[src/include/wcs_params.svh]
/*
  Offsets, field positions, reset values and timing counts for the wake input
  and cyclic sense timer block.
  Assumes a 10 MHz core clock; all counts are derived from times in microseconds.
*/
`ifndef WCS_PARAMS_SVH
`define WCS_PARAMS_SVH

// ==========================================================================
// Register offsets (7-bit register address)
`define WCS_ADDR_PULL        7'h08
`define WCS_ADDR_FILTER      7'h09
`define WCS_ADDR_TIMER_A     7'h0C
`define WCS_ADDR_TIMER_B     7'h0D
`define WCS_ADDR_WAKE_EN     7'h06
`define WCS_ADDR_HS_CLR      7'h14

// ==========================================================================
// Field positions and reset value
`define WCS_FLD_ON_HI        6
`define WCS_FLD_ON_LO        4
`define WCS_FLD_PER_HI       2
`define WCS_FLD_PER_LO       0
`define WCS_FLD_WK_A         6
`define WCS_FLD_WK_B         7
`define WCS_RESET_VALUE      8'h00
`define WCS_PULL_MASK        8'h3F
`define WCS_TIMER_MASK       8'h77

// ==========================================================================
// Timing: times in microseconds, clock in MHz
`define WCS_CLK_MHZ          10
`define WCS_FILT_SHORT_US    16
`define WCS_FILT_LONG_US     64
`define WCS_FILT_SHORT_CYC   (`WCS_FILT_SHORT_US * `WCS_CLK_MHZ)
`define WCS_FILT_LONG_CYC    (`WCS_FILT_LONG_US * `WCS_CLK_MHZ)
`define WCS_ON_1_US          100
`define WCS_ON_2_US          300
`define WCS_ON_3_US          1000
`define WCS_ON_4_US          10000
`define WCS_ON_5_US          20000
`define WCS_PER_0_US         10000
`define WCS_PER_1_US         20000
`define WCS_PER_2_US         50000
`define WCS_PER_3_US         100000
`define WCS_PER_4_US         200000
`define WCS_PER_5_US         1000000
`define WCS_PER_6_US         2000000

`endif

[src/include/wcs_pkg.sv]
/*
  Types for the wake input and cyclic sense timer block.
  Assumes nothing beyond a SystemVerilog compiler.
*/
package wcs_pkg;

  // ========================================================================
  // Pull selection codes
  typedef enum logic [1:0] {
    WCS_PULL_NONE = 2'h0,
    WCS_PULL_DOWN = 2'h1,
    WCS_PULL_UP   = 2'h2,
    WCS_PULL_AUTO = 2'h3
  } wcs_pull_t;

  // Filter codes
  typedef enum logic [1:0] {
    WCS_FLT_STATIC_SHORT = 2'h0,
    WCS_FLT_STATIC_LONG  = 2'h1,
    WCS_FLT_CYCLIC_A     = 2'h2,
    WCS_FLT_CYCLIC_B     = 2'h3
  } wcs_filter_t;

  // Timer phase, Gray-coded along stop -> on -> off -> on
  typedef enum logic [1:0] {
    WCS_T_STOP = 2'b00,
    WCS_T_ON   = 2'b01,
    WCS_T_OFF  = 2'b11
  } wcs_tstate_t;

endpackage

[src/hw/wcs_wake_timers.sv]
/*
  Wake input configuration and two cyclic sense timers.
  Holds the pull, filter and two timer registers, runs both timers, drives the
  timer outputs toward the high-side switches and filters the wake inputs.
  Assumes a simple synchronous register port from the serial interface, that
  analog pull control is driven from the pull outputs, and inputs synchronous
  to CLK_IN.
*/
// ==========================================================================
// Notes on behaviour
// - Two-bit pull code: none, down, up, auto
// - Pull fields: third 5:4, second 3:2, first 1:0
// - Filter 00 static 16us, 01 static 64us
// - Filter 10/11 cyclic on timer a/b, 16us
// - Filter fields: third 5:4, second 3:2, first 1:0
// - On-time codes 1..5: 0.1,0.3,1,10,20 ms
// - On-time 000 stops timer, output low
// - On-time 110 stops timer, output high; 111 reserved
// - Period codes 0..6: 10ms to 2s
// - On-time bits 6:4, period 2:0, 7/3 reserved
// - Writing running on-time starts timer at once
// - Restart switch clear with cyclic clears timer
// - Cyclic wake and cyclic sense run together
// - Reserved bits read back as zero
// - Reset clears all five registers
// - Per-timer enable selects cyclic wake source
`timescale 1ns/10ps
`include "wcs_params.svh"

module wcs_wake_timers
  import wcs_pkg::*;
(
  // Clock and reset
  input  wire logic       CLK_IN,
  input  wire logic       RESET_N_IN,
  // Register port
  input  wire logic       REG_WR_IN,
  input  wire logic [6:0] REG_ADDR_IN,
  input  wire logic [7:0] REG_WDATA_IN,
  output logic      [7:0] REG_RDATA_OUT,
  // Restart mode clearing of the high-side switch settings
  input  wire logic       HS_CLEAR_IN,
  input  wire logic       HS_CYCLIC_IN,
  // Wake inputs, after comparator
  input  wire logic [2:0] WAKE_IN,
  // Outputs
  output logic      [1:0] TIMER_HS_OUT,
  output logic      [5:0] PULL_SEL_OUT,
  output logic      [2:0] WAKE_LEVEL_OUT,
  output logic      [2:0] WAKE_EVENT_OUT,
  output logic      [1:0] CYCLIC_WAKE_OUT
);

  localparam int CW = 25;                   // Wide enough for 2 s at 10 MHz

  // ========================================================================
  // Registers
  logic [7:0] pull_cfg, next_pull_cfg;      // Pull selections
  logic [7:0] flt_cfg, next_flt_cfg;        // Filter selections
  logic [7:0] tmr_cfg [2];                  // Timer a/b configuration
  logic [7:0] next_tmr_cfg [2];
  logic [1:0] wake_en, next_wake_en;        // Timer wake enables

  // Register next values, reserved bits masked off on write
  always_comb begin
    next_pull_cfg = pull_cfg;
    next_flt_cfg  = flt_cfg;
    next_tmr_cfg  = tmr_cfg;
    next_wake_en  = wake_en;
    if (REG_WR_IN) begin
      unique case (REG_ADDR_IN)
        `WCS_ADDR_PULL:    next_pull_cfg = REG_WDATA_IN & `WCS_PULL_MASK;
        `WCS_ADDR_FILTER:  next_flt_cfg  = REG_WDATA_IN & `WCS_PULL_MASK;
        `WCS_ADDR_TIMER_A: next_tmr_cfg[0] = REG_WDATA_IN & `WCS_TIMER_MASK;
        `WCS_ADDR_TIMER_B: next_tmr_cfg[1] = REG_WDATA_IN & `WCS_TIMER_MASK;
        `WCS_ADDR_WAKE_EN: next_wake_en = {REG_WDATA_IN[`WCS_FLD_WK_B],
                                           REG_WDATA_IN[`WCS_FLD_WK_A]};
        default: ;                          // Other addresses belong elsewhere
      endcase
    end
    // Switch settings cleared while cyclic sense runs: drop settings of each timer a cyclic filter uses
    if (HS_CLEAR_IN && HS_CYCLIC_IN) begin
      for (int i = 0; i < 2; i++) begin
        if (flt_cfg[1:0] == {1'b1, i[0]} || flt_cfg[3:2] == {1'b1, i[0]} ||
            flt_cfg[5:4] == {1'b1, i[0]}) begin
          next_tmr_cfg[i] = `WCS_RESET_VALUE;
        end
      end
    end
    if (!RESET_N_IN) begin
      next_pull_cfg = `WCS_RESET_VALUE;
      next_flt_cfg  = `WCS_RESET_VALUE;
      next_tmr_cfg[0] = `WCS_RESET_VALUE;
      next_tmr_cfg[1] = `WCS_RESET_VALUE;
      next_wake_en  = 2'h0;
    end
  end

  // Register storage
  always_ff @(posedge CLK_IN) begin
    pull_cfg <= next_pull_cfg;
    flt_cfg  <= next_flt_cfg;
    tmr_cfg  <= next_tmr_cfg;
    wake_en  <= next_wake_en;
  end

  // Read data, registered; unmapped addresses read zero
  logic [7:0] next_rdata;
  always_comb begin
    unique case (REG_ADDR_IN)
      `WCS_ADDR_PULL:    next_rdata = pull_cfg;
      `WCS_ADDR_FILTER:  next_rdata = flt_cfg;
      `WCS_ADDR_TIMER_A: next_rdata = tmr_cfg[0];
      `WCS_ADDR_TIMER_B: next_rdata = tmr_cfg[1];
      `WCS_ADDR_WAKE_EN: next_rdata = {wake_en, 6'h00};
      default:           next_rdata = 8'h00;
    endcase
    if (!RESET_N_IN) next_rdata = 8'h00;
  end

  // ========================================================================
  // Timing lookups
  function automatic logic [CW-1:0] on_cycles(input logic [2:0] code);
    unique case (code)
      3'h1:    on_cycles = CW'(`WCS_ON_1_US * `WCS_CLK_MHZ);
      3'h2:    on_cycles = CW'(`WCS_ON_2_US * `WCS_CLK_MHZ);
      3'h3:    on_cycles = CW'(`WCS_ON_3_US * `WCS_CLK_MHZ);
      3'h4:    on_cycles = CW'(`WCS_ON_4_US * `WCS_CLK_MHZ);
      3'h5:    on_cycles = CW'(`WCS_ON_5_US * `WCS_CLK_MHZ);
      default: on_cycles = CW'(0);
    endcase
  endfunction

  function automatic logic [CW-1:0] per_cycles(input logic [2:0] code);
    unique case (code)
      3'h0:    per_cycles = CW'(`WCS_PER_0_US * `WCS_CLK_MHZ);
      3'h1:    per_cycles = CW'(`WCS_PER_1_US * `WCS_CLK_MHZ);
      3'h2:    per_cycles = CW'(`WCS_PER_2_US * `WCS_CLK_MHZ);
      3'h3:    per_cycles = CW'(`WCS_PER_3_US * `WCS_CLK_MHZ);
      3'h4:    per_cycles = CW'(`WCS_PER_4_US * `WCS_CLK_MHZ);
      3'h5:    per_cycles = CW'(`WCS_PER_5_US * `WCS_CLK_MHZ);
      // Reserved period code treated as the longest period
      default: per_cycles = CW'(`WCS_PER_6_US * `WCS_CLK_MHZ);
    endcase
  endfunction

  // ========================================================================
  // Timers
  wcs_tstate_t   tst [2], next_tst [2];     // Timer phase
  logic [CW-1:0] tcnt [2], next_tcnt [2];   // Cycles into the period
  logic [1:0]    hs, next_hs;               // Timer outputs
  logic [1:0]    on_end, next_on_end;       // Pulse at end of on-time
  logic [1:0]    on_wr;                     // On-time field written

  assign on_wr = {REG_WR_IN && REG_ADDR_IN == `WCS_ADDR_TIMER_B,
                  REG_WR_IN && REG_ADDR_IN == `WCS_ADDR_TIMER_A};

  // Timer next state; any write of a running code restarts the period
  always_comb begin
    for (int i = 0; i < 2; i++) begin
      logic [2:0] onc;
      onc = next_tmr_cfg[i][`WCS_FLD_ON_HI:`WCS_FLD_ON_LO];
      next_tst[i]    = tst[i];
      next_tcnt[i]   = tcnt[i] + CW'(1);
      next_hs[i]     = hs[i];
      next_on_end[i] = 1'b0;
      if (onc == 3'h0 || onc == 3'h6 || onc == 3'h7) begin
        next_tst[i]  = WCS_T_STOP;
        next_tcnt[i] = CW'(0);
        next_hs[i]   = (onc == 3'h6);
      end else if (on_wr[i] || tst[i] == WCS_T_STOP) begin
        next_tst[i]  = WCS_T_ON;
        next_tcnt[i] = CW'(0);
        next_hs[i]   = 1'b1;
      end else begin
        unique case (tst[i])
          WCS_T_ON: begin
            if (tcnt[i] >= on_cycles(onc) - CW'(1)) begin
              next_tst[i]    = WCS_T_OFF;
              next_hs[i]     = 1'b0;
              next_on_end[i] = 1'b1;
            end
          end
          default: begin
            if (tcnt[i] >= per_cycles(next_tmr_cfg[i][2:0]) - CW'(1)) begin
              next_tst[i]  = WCS_T_ON;
              next_tcnt[i] = CW'(0);
              next_hs[i]   = 1'b1;
            end
          end
        endcase
      end
      if (!RESET_N_IN) begin
        next_tst[i]  = WCS_T_STOP;
        next_tcnt[i] = CW'(0);
        next_hs[i]   = 1'b0;
      end
    end
  end

  // Timer registers
  always_ff @(posedge CLK_IN) begin
    tst    <= next_tst;
    tcnt   <= next_tcnt;
    hs     <= next_hs;
    on_end <= next_on_end;
  end

  // ========================================================================
  // Wake filters: static counters, or one 16 us window at each on-time end
  logic [9:0] fcnt [3], next_fcnt [3];      // Stable-level counters
  logic [2:0] lvl, next_lvl;                // Filtered levels
  logic [2:0] evt, next_evt;                // Level change pulses
  logic [2:0] prev, next_prev;              // Last sampled input
  logic [2:0] arm, next_arm;                // Cyclic sample window open
  logic [1:0] cwk, next_cwk;                // Cyclic wake pulses

  // Filter next state
  always_comb begin
    for (int w = 0; w < 3; w++) begin
      logic [1:0] fc;
      logic [9:0] need;
      fc = flt_cfg[2*w +: 2];
      need = (fc == WCS_FLT_STATIC_LONG) ? 10'(`WCS_FILT_LONG_CYC)
                                         : 10'(`WCS_FILT_SHORT_CYC);
      next_prev[w] = WAKE_IN[w];
      next_lvl[w]  = lvl[w];
      next_evt[w]  = 1'b0;
      next_arm[w]  = arm[w];
      next_fcnt[w] = (WAKE_IN[w] != prev[w]) ? 10'h000 : fcnt[w] + 10'h001;
      if (fc[1]) begin
        // Cyclic: open window at the selected timer's on-time end
        if (on_end[fc[0]]) begin
          next_arm[w]  = 1'b1;
          next_fcnt[w] = 10'h000;
        end else if (arm[w] && WAKE_IN[w] != prev[w]) begin
          next_arm[w]  = 1'b0;                                         // Unstable: discard
        end
      end else begin
        next_arm[w] = 1'b0;
      end
      if (fcnt[w] >= need - 10'h001 && WAKE_IN[w] == prev[w] &&
          (!fc[1] || arm[w])) begin
        next_arm[w] = 1'b0;
        next_lvl[w] = WAKE_IN[w];
        next_evt[w] = (WAKE_IN[w] != lvl[w]);
      end
      if (!RESET_N_IN) begin
        next_prev[w] = 1'b0;
        next_lvl[w]  = 1'b0;
        next_evt[w]  = 1'b0;
        next_arm[w]  = 1'b0;
        next_fcnt[w] = 10'h000;
      end
    end
    // Cyclic wake runs alongside cyclic sense on the same timer
    next_cwk = RESET_N_IN ? (next_on_end & wake_en) : 2'h0;
  end

  // Filter registers
  always_ff @(posedge CLK_IN) begin
    fcnt <= next_fcnt;
    lvl  <= next_lvl;
    evt  <= next_evt;
    prev <= next_prev;
    arm  <= next_arm;
    cwk  <= next_cwk;
    REG_RDATA_OUT <= next_rdata;
  end

  // Outputs straight from flip-flops
  assign TIMER_HS_OUT    = hs;              // Software routes these to switches
  assign PULL_SEL_OUT    = pull_cfg[5:0];
  assign WAKE_LEVEL_OUT  = lvl;
  assign WAKE_EVENT_OUT  = evt;
  assign CYCLIC_WAKE_OUT = cwk;
endmodule

[config.mk]
export PLATFORM = sky130hd
export DESIGN_NAME = wcs_wake_timers
export DESIGN_NICKNAME = d
export VERILOG_FILES = /design/src/include/wcs_pkg.sv /design/src/hw/wcs_wake_timers.sv
export VERILOG_INCLUDE_DIRS = /design/src /design/src/include
export SDC_FILE = /design/constraint.sdc
export NUM_CORES = 1
export LEC_CHECK = 0
export BUFFER_PORTS_ARGS = -buffer_cell sky130_fd_sc_hd__buf_2
export CORE_MARGIN = 2
export CORE_UTILIZATION = 62
export DETAILED_ROUTE_END_ITERATION = 7
export PLACE_DENSITY = 0.81
export SYNTH_ARGS = -nofsm -noshare
export SYNTH_HDL_FRONTEND = slang
export SYNTH_SLANG_ARGS = --single-unit
[constraint.sdc]
create_clock -name CLK_IN -period 9.8 [get_ports CLK_IN]
set_clock_uncertainty 0.2 [all_clocks]
set_input_delay 2.94 -clock CLK_IN [delete_from_list [all_inputs] [get_ports CLK_IN]]
set_output_delay 2.94 -clock CLK_IN [all_outputs]
set_load 0.005 [all_outputs]
After elaboration in Yosys (flattened, before gate mapping) --
Index checks and enable logic that the tools add are counted.
Operators by class: equality and inequality tests 55, magnitude comparators 10, reduce and logical (&&, ||, !) cells 62, $add $sub $neg 12, muxes and demuxes 78, bitwise operators 5
Operator list (number):
- 25-bit two-way mux | 16
- 25-bit case mux with 6 select lines | 2
- 18-bit case mux with 5 select lines | 2
- 10-bit two-way mux | 12
- 25-bit greater-or-equal comparator | 4
- 25-bit by 1-bit subtractor with 25-bit output, second input constant | 4
- 25-bit by 1-bit adder with 25-bit output, second input constant | 2
- 8-bit case mux with 5 select lines | 1
- 3-bit equality test, second input constant | 12
- 1-bit two-way mux | 32
- 16-bit two-way mux | 2
- 8-bit two-way mux | 4
- 10-bit by 1-bit adder with 10-bit output, second input constant | 3
- 10-bit greater-or-equal comparator | 3
- 10-bit by 1-bit subtractor with 10-bit output, second input constant | 3
- 7-bit by 4-bit equality test with 1-bit output, second input constant | 4
- 3-bit by 2-bit equality test with 1-bit output, second input constant | 8
- 2-bit AND reduction | 12
- 15-bit two-way mux | 1
- 3-bit OR reduction | 5
- 1-bit logical OR | 13
- 2-bit equality test, second input constant | 6
- 3-bit by 1-bit equality test with 1-bit output, second input constant | 4
- 1-bit logical AND | 12
- other kinds (18) | 55
Storage, ports and cells: bits in registers 140, word-level logic and storage cells 253, input port bits 23, output and inout bits 24

Longest topological paths before layout --
Gate-level depths: netlist (run 1).
depth in word-level cells 18, depth in mapped cells 24, mapped depth without buffers 22

Worst setup path before layout (run 1) --
Ideal clock, no wire load.
path type in2reg, start point input port REG_ADDR_IN[5], end point register hs[1], in the netlist TIMER_HS_OUT[1], data required time 9.479 ns, stages on the path 23, path buffers 2, library setup time 0.121 ns, setup slack 1.984 ns, data arrival time 7.495 ns, cells stage by stage or3_1 buf_2 nor3_4 mux2i_1 nor2_1 inv_1 ha_1 clkbuf_1 nor2_1 a21oi_1 or2_2 ha_1 inv_1 nor4_4 nor2_1 xnor2_1 ha_1 a21oi_1 o21ai_0 a221oi_1 and3_1 a22o_1 mux2_2
RTL lines:
- start, declared | line wcs_wake_timers.sv:38 | input wire logic [6:0] REG_ADDR_IN,
- end signal, assigned | line wcs_wake_timers.sv:205 | hs <= next_hs;
- end, declared | line wcs_wake_timers.sv:151 | logic [1:0] hs, next_hs;

==> flow_metrics.py, run 1 <==
metrics = {
    "floorplanning": {
        "rows": 43,
        "pin_count": 47,
        "die-width_um": 123,
        "initial_core_util_pct": 63.5,
        "core_mm2": 0.0139,
        "fp.dieArea_mm2": 0.0152,
        "die_h_um": 123,
    },
    "worst_setup_path": {
        "setup.worst_path.end_class": "flip-flop",
        "cp_data_required_time_ns": 9.92,
        "path_cells": "buf_2 -> or3_1 -> nor3_4 -> buf_4 -> mux2i_1 -> nor2_1 -> inv_1 -> ha_1 -> nor2_1 -> a21oi_1 -> or2_2 -> ha_1 -> inv_1 -> xnor2_1 -> ha_1 -> a2111oi_0 -> o21ai_0 -> a221oi_1 -> o22a_1 -> a22o_1 -> mux2_2",
        "cp_slowest_cell": "or3_1",
        "timing.rr.start": "flt_cfg[1]$_SDFFE_PN0P_",
        "critPathKind": "input pin to flip-flop",
        "critPathLaunchType": "input pin",
        "critPathMaxStageDelay_ns": 0.53,
        "startpoint": "REG_ADDR_IN[5]",
        "crit_top_cell": "ha_1",
        "path_max_fanout": 19,
        "critical_path_arrival_ns": 8.10,
    },
    "power": {
        "leakage_nw": 4.14,
        "vdd_ir_drop_max_mv": 0.128,
        "power_density_mw_per_mm2": 129,
    },
    "synthesis": {
        "postSynthCellCount": 1035,
        "ys_ff_latch": 140,
        "yosysSeqAreaShare_pct": 31.8,
        "synth_area_mm2": 0.00882,
        "synth.avg_cell_area_um2": 8.52,
        "ys_types": 68,
        "synth_top_cell_by_area": "dfxtp_1",
        "async_flop_share_pct": 0,
        "yosys-top-cells-count": "nor2_1 (152), dfxtp_1 (140), ha_1 (107)",
        "ys_top_cells_by_area": "dfxtp_1 (32%), ha_1 (15%), nor2_1 (6.5%), xor2_1 (5.6%), nand2_1 (3.7%)",
        "synth_ff_type": "dfxtp_1",
        "synth-edff-count": 0,
        "yosysMostFrequentCell": "nor2_1",
        "synth_warnings": 0,
        "synth_top_area_share_pct": 31.8,
    },
    "sta": {
        "finalSetupViolCount": 0,
        "period_share_pct": 81.4,
        "slew_headroom_pct": 10.9,
        "finalCriticalPeriod_ns": 7.98,
        "timing.setup.tns_ns": 0,
        "fmax_ghz": 0.125,
        "finalMaxSlewViolations": 0,
        "grt_setup_unrepaired": "no",
        "worstMarginPinSlew_ns": 1.33,
        "hold_viol": 0,
    },
    "hold_path": {
        "hp-start": "tmr_cfg[7]$_SDFF_PN0_",
        "hp-class": "flip-flop to flip-flop",
    },
    "route": {
        "first_pass_iters": 5,
        "postRouteAntennaNets": 0,
        "vias": 7589,
        "drt_first_iter_violations": 623,
        "viasPerCell": 5.96,
        "routed_wl_um": 20300,
        "drc": 0,
        "wl_per_cell_um": 15.9,
    },
    "global_routing": {
        "grt_max_degree": 27,
        "grt_pass1_vias": 7144,
        "grt_overflow": 0,
        "antenna_found_initial": 2,
        "grt_pass1_wl_um": 33700,
        "grt_use_total_pct": 28.1,
    },
    "place": {
        "place.gp.congestion": 0.952,
        "postPlaceCellArea_mm2": 0.00918,
        "io_buffers": 46,
        "hpwl_um": 15000,
    },
    "clock_network": {
        "root_buffer": "clkbuf_16",
        "cts_max_path_buffers": 2,
        "htreeDepth": 4,
        "clk_latency_ns": 0.43,
        "cts.sinks": 140,
        "clk_pin_slew_ns": 0.06,
        "numCtsBuffers": 17,
        "cts_resized": 0,
        "postCtsSetupBuffers": 0,
        "cts_tree": "yes",
        "ctsHoldBuffers": 0,
    },
    "layout": {
        "area_growth_pct": 10.9,
        "post-route-util_pct": 70.5,
        "drive_gt1_share_pct": 10.8,
        "fin_nets": 1210,
        "design_area_mm2": 0.00978,
    },
    "run_status": {
        "status": "finished clean",
    },
    "flow_run": {
        "cap_violations": 0,
    },
}
## layout make-up
cell class | instances | area [um^2]
Antenna cell | 1 | 2.50
Clock buffer | 20 | 467
Clock inverter | 12 | 136
Fill cell | 1057 | 4100
Inverter | 40 | 150
Multi-Input combinational cell | 832 | 5740
Sequential cell | 140 | 2800
Tap cell | 180 | 225
Timing Repair Buffer | 49 | 253
## where the power goes
part	internal, mW	total [mW]	switching (mW)	leakage (nW)
Combinational	0.0132	0.0401	0.0269	2.72
Sequential	0.572	0.574	0.00244	1.13
Clock	0.397	0.651	0.254	0.289
Total	0.982	1.27	0.283	4.14
## cell usage in the layout (no fill, tap or decap), types with 7 or more instances in the layout
| cell | n |
|---|---|
| nor2_1 | 152 |
| dfxtp_1 | 140 |
| ha_1 | 107 |
| nand2_1 | 87 |
| xor2_1 | 56 |
| a21oi_1 | 52 |
| buf_2 | 46 |
| o21ai_0 | 41 |
| inv_1 | 39 |
| nand3_1 | 39 |
| xnor2_1 | 30 |
| nand4_1 | 28 |
| mux2i_1 | 26 |
| nor3_1 | 25 |
| and3_1 | 19 |
| clkbuf_16 | 17 |
| nor2_2 | 12 |
| and2_1 | 12 |
| a211oi_1 | 10 |
| nand2b_1 | 9 |
| o21a_1 | 9 |
| and4_1 | 9 |
| nor4_1 | 8 |
| mux2_2 | 7 |
| nor2b_1 | 7 |
## per-layer routing
layer / vias up / wire length, um / global-route usage (%)
li1: 3784 / - / -
met1: 3553 / 9550 / 37.2
met2: 210 / 9150 / 45.2
met3: 40 / 1110 / 6.13
met4: 2 / 432 / 9.66
met5: - / 13 / 0
## state kept, by name, indices dropped and copies added, names as in the netlist
register	count
fcnt	30
tst	4
REG_RDATA_OUT	8
CYCLIC_WAKE_OUT	2
pull_cfg	6
arm	3
WAKE_EVENT_OUT	3
TIMER_HS_OUT	2
flt_cfg	6
tmr_cfg	16
wake_en	2
prev	3
tcnt	50
on_end	2
WAKE_LEVEL_OUT	3
## per-stage QoR
| step | power [mW] | hold WS, ns | setup WS, ns | cells |
|---|---|---|---|---|
| finish | 1.27 | 0.267 | 1.82 | 1274 |
| global route | 1.30 | 0.292 | 1.42 | 1273 |
| CTS | 1.27 | 0.270 | 1.89 | 1273 |
| detailed placement | 0.626 | 0.245 | 1.49 | 1241 |
| global placement | 0.625 | 0.237 | 1.67 | 1241 |
| floorplan | 0.612 | 0.224 | 1.98 | 1036 |
## worst paths after layout
path | slack [ns] | to | cells after the start
hold / removal | 0.27 | tmr_cfg[7]$_SDFF_PN0_ | 1
hold reg to reg | 0.27 | tmr_cfg[7]$_SDFF_PN0_ | 1
setup / recovery | 1.82 | TIMER_HS_OUT[1]$_SDFFE_PN0P_ | 21
setup reg to reg | 4.40 | TIMER_HS_OUT[1]$_SDFFE_PN0P_ | 19
## cells by family (layout without fill, tap and decap cells)
group / count (synthesis) / count (layout) / synth area share (%)
compound gates: 167 / 167 / 12.1
mux: 39 / 39 / 5.38
buf+inv: 64 / 121 / 3.11
flops: 140 / 140 / 31.8
simple gates: 431 / 431 / 23.8
xor+xnor: 86 / 86 / 8.54
fa+ha+maj: 107 / 107 / 15.2
other cells: 1 / 3 / 0.0425
## critical path, delay by kind of cell
kind	cells	cell delay (ns)
AO/OA/AOI/OAI	6	1.30
multiplexers	2	0.43
adder cells (fa/ha/maj)	3	0.87
buffers and inverters	4	0.67
AND/OR/NAND/NOR	5	1.75
XOR/XNOR	1	0.11
(Power assumes the default switching activity.)
==> inputs of run 2 (changes only) <==
--- a/config.mk
+++ b/config.mk
@@ -8,9 +8,9 @@
 export LEC_CHECK = 0
 export BUFFER_PORTS_ARGS = -buffer_cell sky130_fd_sc_hd__buf_2
 export CORE_MARGIN = 2
-export CORE_UTILIZATION = 62
+export CORE_UTILIZATION = 56
 export DETAILED_ROUTE_END_ITERATION = 7
-export PLACE_DENSITY = 0.81
+export PLACE_DENSITY = 0.77
 export SYNTH_ARGS = -nofsm -noshare
 export SYNTH_HDL_FRONTEND = slang
 export SYNTH_SLANG_ARGS = --single-unit
==> constraint.sdc (replaced) <==
create_clock -name CLK_IN -period 6.6 [get_ports CLK_IN]
set_clock_uncertainty 0.2 [all_clocks]
set_input_delay 1.98 -clock CLK_IN [delete_from_list [all_inputs] [get_ports CLK_IN]]
set_output_delay 1.98 -clock CLK_IN [all_outputs]
set_load 0.005 [all_outputs]
==> run 2 against run 1 <==
Effect of this change: sequential share of layout area down 0.68 points; worst setup slack worse by 1.4 ns; critical path depth unchanged; hold slack worse by 0.0048 ns; sequential power up 48%; power up 50%; global-route usage down 3.0 points; clock-buffer cell count down 1; largest cell class unchanged; largest power group unchanged.
==> flow_metrics.py, run 2 (synthesized netlist as in run 1, its figures left out) <==
metrics = {
    "hold_path": {
        "hp-class": "flip-flop to flip-flop",
    },
    "place": {
        "io_buffers": 46,
        "place.gp.congestion": 0.923,
        "postPlaceCellArea_mm2": 0.00940,
        "hpwl_um": 14900,
        "pre_cts_ws_ns": -0.0399,
    },
    "sta": {
        "hold_viol": 0,
        "period_share_pct": 94.1,
        "timing.setup.tns_ns": 0,
        "grt_setup_unrepaired": "no",
        "worstMarginPinSlew_ns": 1.16,
        "finalSetupViolCount": 0,
        "finalMaxSlewViolations": 0,
        "finalCriticalPeriod_ns": 6.21,
        "slew_headroom_pct": 22.3,
        "fmax_ghz": 0.161,
        "setup_ws_ns": 0.392,
    },
    "floorplanning": {
        "fp.dieArea_mm2": 0.0168,
        "initial_core_util_pct": 57.6,
        "core_mm2": 0.0153,
        "rows": 45,
        "die_h_um": 129,
        "pin_count": 47,
        "die-width_um": 129,
    },
    "route": {
        "first_pass_iters": 5,
        "viasPerCell": 5.73,
        "drt_first_iter_violations": 490,
        "postRouteAntennaNets": 0,
        "vias": 7598,
        "routed_wl_um": 20100,
        "wl_per_cell_um": 15.2,
        "drc": 0,
    },
    "worst_setup_path": {
        "cp_slowest_cell": "or3_1",
        "path_buf_inv": 3,
        "cpLargestDelayFamily": "simple AND/OR/NAND/NOR gates",
        "critPathMaxStageDelay_ns": 0.43,
        "critical_path_arrival_ns": 6.32,
        "path_cells": "buf_2 -> or3_1 -> nor3_4 -> mux2i_1 -> nand2b_4 -> inv_1 -> ha_1 -> nor2_2 -> a21oi_1 -> or2_2 -> ha_1 -> inv_1 -> nor4_4 -> o31ai_1 -> ha_1 -> nand2_1 -> o21ai_0 -> a221oi_2 -> and3_1 -> a22o_1 -> mux2_2",
        "crit_top_cell": "ha_1",
        "critPathLaunchType": "input pin",
        "critPathKind": "input pin to flip-flop",
        "cp_data_required_time_ns": 6.71,
        "setup.worst_path.end_class": "flip-flop",
        "path_max_fanout": 6,
    },
    "global_routing": {
        "grt_pass1_vias": 7099,
        "grt_pass1_wl_um": 33600,
        "use_met3_pct": 5.16,
        "grt_overflow": 0,
        "met1_usage_pct": 32.7,
        "grt_use_total_pct": 25.0,
        "antenna_found_initial": 1,
        "use_met2_pct": 41.3,
        "grt_max_degree": 27,
        "grt.busiest_layer": "met2",
    },
    "clock_network": {
        "cts_tree": "yes",
        "clk_pin_slew_ns": 0.06,
        "numCtsBuffers": 17,
        "cts.sinks": 140,
        "cts_max_path_buffers": 2,
        "root_buffer": "clkbuf_16",
        "clk_latency_ns": 0.43,
        "htreeDepth": 4,
    },
    "layout": {
        "final_cell_mix": "nor2_1 (150), dfxtp_1 (140), ha_1 (107), nand2_1 (87), xor2_1 (56)",
        "top_regs": "tcnt: 50 flops, fcnt: 30 flops, tmr_cfg: 16 flops",
        "largest_register_ffs": 50,
        "final_common_cell": "nor2_1",
        "area_growth_pct": 13.6,
        "largest_register": "tcnt",
        "drive_gt1_share_pct": 12.7,
        "fin_nets": 1232,
        "design_area_mm2": 0.0100,
    },
    "power": {
        "power_density_mw_per_mm2": 190,
        "vdd_ir_drop_max_mv": 0.180,
        "power_mw": 1.90,
        "leakage_nw": 4.26,
    },
    "flow_run": {
        "cap_violations": 0,
    },
    "run_status": {
        "status": "finished clean",
    },
}
run 2: cell types whose count changed in the layout (fill, tap and decap cells not counted), moves of 2 or more:
cell	previous run	this run
buf_4	3	24
clkbuf_8	3	1
nor2_1	152	150
nor2_2	12	14
run 2: what timing repair did:
action	4_1_cts	5_1_grt
endpoints found under the hold margin	0	0
buffers inserted	0	1
hold buffers	0	0
gates resized for setup	0	1
endpoints found under the setup margin	0	1
run 2: final timing paths:
path / startpoint / end / slack, ns / depth (start not counted)
hold reg to reg: fcnt[10]$_SDFF_PN0_ / fcnt[10]$_SDFF_PN0_ / 0.26 / 1
setup / recovery: REG_ADDR_IN[5] / TIMER_HS_OUT[1]$_SDFFE_PN0P_ / 0.39 / 21
hold / removal: fcnt[10]$_SDFF_PN0_ / fcnt[10]$_SDFF_PN0_ / 0.26 / 1
setup reg to reg: flt_cfg[1]$_SDFFE_PN0P_ / TIMER_HS_OUT[1]$_SDFFE_PN0P_ / 1.85 / 20
run 2: layer usage:
layer / part of all wire (%) / up-vias
met5: 0 / -
met4: 2.2 / 0
met3: 5.3 / 39
met2: 45 / 195
met1: 47 / 3551
li1: - / 3813
run 2: stage by stage:
| stage | hold slack, ns | utilization (%) | instances |
|---|---|---|---|
| 2_1_floorplan | 0.224 | - | 1036 |
| 3_3_place_gp | 0.240 | 61.4 | 1293 |
| 3_5_place_dp | 0.248 | 61.4 | 1293 |
| 4_1_cts | 0.261 | 65.3 | 1324 |
| 5_1_grt | 0.284 | 65.4 | 1325 |
| 6_report | 0.262 | 65.4 | 1326 |
run 2: worst reg2reg max path, delay by kind of cell (launching register included):
kind,cells,cell delay [ns]
mux,1,0.32
buf+inv,2,0.23
compound gates,6,1.52
simple gates,8,1.23
fa+ha+maj,3,0.77
flops,1,0.37
run 2: cell type report:
type / instances / area [um^2]
Multi-Input combinational cell: 832 / 5760
Fill cell: 1272 / 5300
Sequential cell: 140 / 2800
Clock buffer: 19 / 443
Timing Repair Buffer: 71 / 430
Tap cell: 211 / 264
Clock inverter: 12 / 163
Inverter: 40 / 150
Antenna cell: 1 / 2.50
run 2: report_power, final:
group / internal [mW] / total [mW] / switching (mW) / leakage, nW
sequential: 0.849 / 0.852 / 0.00319 / 1.13
clock: 0.606 / 0.985 / 0.379 / 0.290
combinational: 0.0224 / 0.0636 / 0.0412 / 2.85
total: 1.48 / 1.90 / 0.423 / 4.26
==> inputs of run 3 (changes only) <==
==> constraint.sdc (replaced) <==
create_clock -name CLK_IN -period 5.1 [get_ports CLK_IN]
set_clock_uncertainty 0.2 [all_clocks]
set_input_delay 1.53 -clock CLK_IN [delete_from_list [all_inputs] [get_ports CLK_IN]]
set_output_delay 1.53 -clock CLK_IN [all_outputs]
set_load 0.005 [all_outputs]
==> run 3 against run 2 <==
Effect of this change: the run now ends with setup timing left; flip-flop and latch count is the same; register-to-register slack worse by 1.1 ns; clock-buffer cell count down 1; critical path depth fell by 2; cell count grew 6.7%; routed wire length is 11% higher; die area unchanged; sequential power up 29%; worst setup slack lost 0.45 ns; critical endpoint unchanged.
==> flow_metrics.py, run 3 (synthesized netlist as in run 1, its figures left out) <==
metrics = {
    "run_status": {
        "status": "finished with violations",
        "violations": "setup timing",
    },
    "route": {
        "viasPerCell": 5.70,
        "first_pass_iters": 5,
        "routed_wl_um": 22300,
        "vias": 8061,
        "drt_first_iter_violations": 482,
        "wl_per_cell_um": 15.7,
        "postRouteAntennaNets": 0,
        "drc": 0,
    },
    "flow_run": {
        "cap_violations": 0,
    },
    "global_routing": {
        "grt.busiest_layer": "met2",
        "grt_max_degree": 27,
        "grt_overflow": 0,
        "use_met3_pct": 5.45,
        "use_met2_pct": 43.7,
        "antenna_found_initial": 0,
        "grt_use_total_pct": 25.8,
        "grt_pass1_wl_um": 34600,
        "met1_usage_pct": 32.3,
        "grt_pass1_vias": 7385,
    },
    "power": {
        "leakage_nw": 4.75,
        "power_density_mw_per_mm2": 216,
        "vdd_ir_drop_max_mv": 0.241,
    },
    "worst_setup_path": {
        "reg2regPathDepth": 17,
        "path_max_fanout": 5,
        "timing.rr.start": "flt_cfg[1]$_SDFFE_PN0P_",
        "r2r_slack_ns": 0.77,
        "critPathLaunchType": "input pin",
        "setup.worst_path.end_class": "flip-flop",
        "critPathKind": "input pin to flip-flop",
        "critical_path_arrival_ns": 5.28,
        "cp_data_required_time_ns": 5.22,
        "r2r_end": "TIMER_HS_OUT[1]$_SDFFE_PN0P_",
    },
    "sta": {
        "finalCriticalPeriod_ns": 5.16,
        "timing.setup.tns_ns": -0.0620,
        "fmax_ghz": 0.194,
        "worstMarginPinSlew_ns": 1.17,
        "hold_viol": 0,
        "finalSetupViolCount": 1,
        "period_share_pct": 101,
        "slew_headroom_pct": 21.5,
        "holdWs_ns": 0.258,
        "setup_ws_ns": -0.0620,
        "finalMaxSlewViolations": 0,
        "grt_setup_unrepaired": "yes",
    },
    "clock_network": {
        "clk_latency_ns": 0.43,
        "root_buffer": "clkbuf_16",
        "numCtsBuffers": 17,
        "cts.sinks": 140,
        "cts_tree": "yes",
        "cts_max_path_buffers": 2,
        "clk_pin_slew_ns": 0.06,
        "htreeDepth": 4,
    },
    "floorplanning": {
        "core_mm2": 0.0153,
        "rows": 45,
        "fp.dieArea_mm2": 0.0168,
        "die-width_um": 129,
        "die_h_um": 129,
        "initial_core_util_pct": 57.6,
        "pin_count": 47,
    },
    "layout": {
        "drive_gt1_share_pct": 23.3,
        "post-route-util_pct": 71.9,
        "top_regs": "tcnt: 50 flops, fcnt: 30 flops, tmr_cfg: 16 flops",
        "largest_register": "tcnt",
        "final_common_cell": "nor2_1",
        "largest_register_ffs": 50,
        "diodes": 0,
        "final_cell_mix": "nor2_1 (145), dfxtp_1 (140), buf_4 (107), ha_1 (99), nand2_1 (84)",
        "fillers": 1162,
        "fin_nets": 1323,
        "area_growth_pct": 24.9,
    },
    "place": {
        "io_buffers": 46,
        "place.gp.congestion": 0.945,
        "hpwl_um": 15700,
    },
    "hold_path": {
        "whs_path_depth": 1,
        "hp-class": "flip-flop to flip-flop",
        "min_to": "fcnt[0]$_SDFF_PN0_",
        "hp-start": "fcnt[0]$_SDFF_PN0_",
    },
}
==> run 3: changes by cell type in the layout (fill, tap and decap cells not counted), sizes merged <==
cell      delta
bufinv       -2
clkinv       -1
clkinvlp     +2
clkbuf       +1
buf         +89
inv          +1
diode        -1
==> run 3: cell type report <==
cell class                 instances  area (um^2)  share of cell area, %
multi-input combinational        832         6030                   54.8
sequential                       140         2800                   25.4
tap                              211          264                   2.40
clock buffer                      18          439                   3.99
inverter                          40          155                   1.41
clock inverter                    12          114                   1.03
timing repair buffer             162         1200                   10.9
==> run 3: how the worst max path moves through the flow <==
| stage | start | endpoint | slack (ns) | cells after the start |
|---|---|---|---|---|
| 6_report | REG_ADDR_IN[4] | TIMER_HS_OUT[1]$_SDFFE_PN0P_ | -0.06 | 19 |
| 5_1_grt | REG_ADDR_IN[4] | TIMER_HS_OUT[1]$_SDFFE_PN0P_ | -0.25 | 22 |
| 4_1_cts | REG_ADDR_IN[4] | TIMER_HS_OUT[1]$_SDFFE_PN0P_ | -0.04 | 21 |
| 3_5_place_dp | REG_ADDR_IN[5] | TIMER_HS_OUT[1]$_SDFFE_PN0P_ | -0.61 | 19 |
| 3_3_place_gp | REG_ADDR_IN[5] | TIMER_HS_OUT[1]$_SDFFE_PN0P_ | -0.54 | 19 |
| 2_1_floorplan | REG_ADDR_IN[5] | TIMER_HS_OUT[1]$_SDFFE_PN0P_ | -0.80 | 21 |
==> run 3: metal layers <==
layer  vias to the layer above  share of wire (%)
li1                       3998                  -
met1                      3834                 45
met2                       181                 49
met3                        48                4.0
met4                         0                2.2
met5                         -                  0
==> run 3: what timing repair did <==
item	4_1_cts	5_1_grt
gates resized for setup	16	45
endpoints found under the setup margin	10	59
cloned	0	2
pin swaps	19	14
hold buffers	0	0
setup buffers	8	7
==> run 3: critical path: stages <==
cell	delay [ns]
buf_6	0.09
or3_4	0.39
nor3_4	0.18
mux2i_1	0.24
nand2b_4	0.17
inv_4	0.04
ha_4	0.22
buf_6	0.12
inv_1	0.06
o21a_2	0.19
nor3_4	0.08
o41ai_1	0.40
ha_1	0.33
a21oi_2	0.20
o21ai_2	0.08
a221oi_2	0.29
and3_1	0.20
a22o_1	0.15
mux2_4	0.30
==> run 3: through the flow <==
step / area, um^2 / std cells / total power, mW / setup WS (ns)
3_5_place_dp: 10100 / 1370 / 1.22 / -0.606
3_3_place_gp: 10100 / 1370 / 1.22 / -0.536
6_report: 11000 / 1415 / 2.38 / -0.0620
5_1_grt: 11000 / 1415 / 2.45 / -0.249
4_1_cts: 10700 / 1408 / 2.39 / -0.0389
2_1_floorplan: 8940 / 1036 / 1.18 / -0.799
==> run 3: power breakdown <==
part	total, mW	switching (mW)	internal (mW)
sequential	1.10	0.00430	1.10
combinational	0.0974	0.0570	0.0404
clock	1.18	0.500	0.682
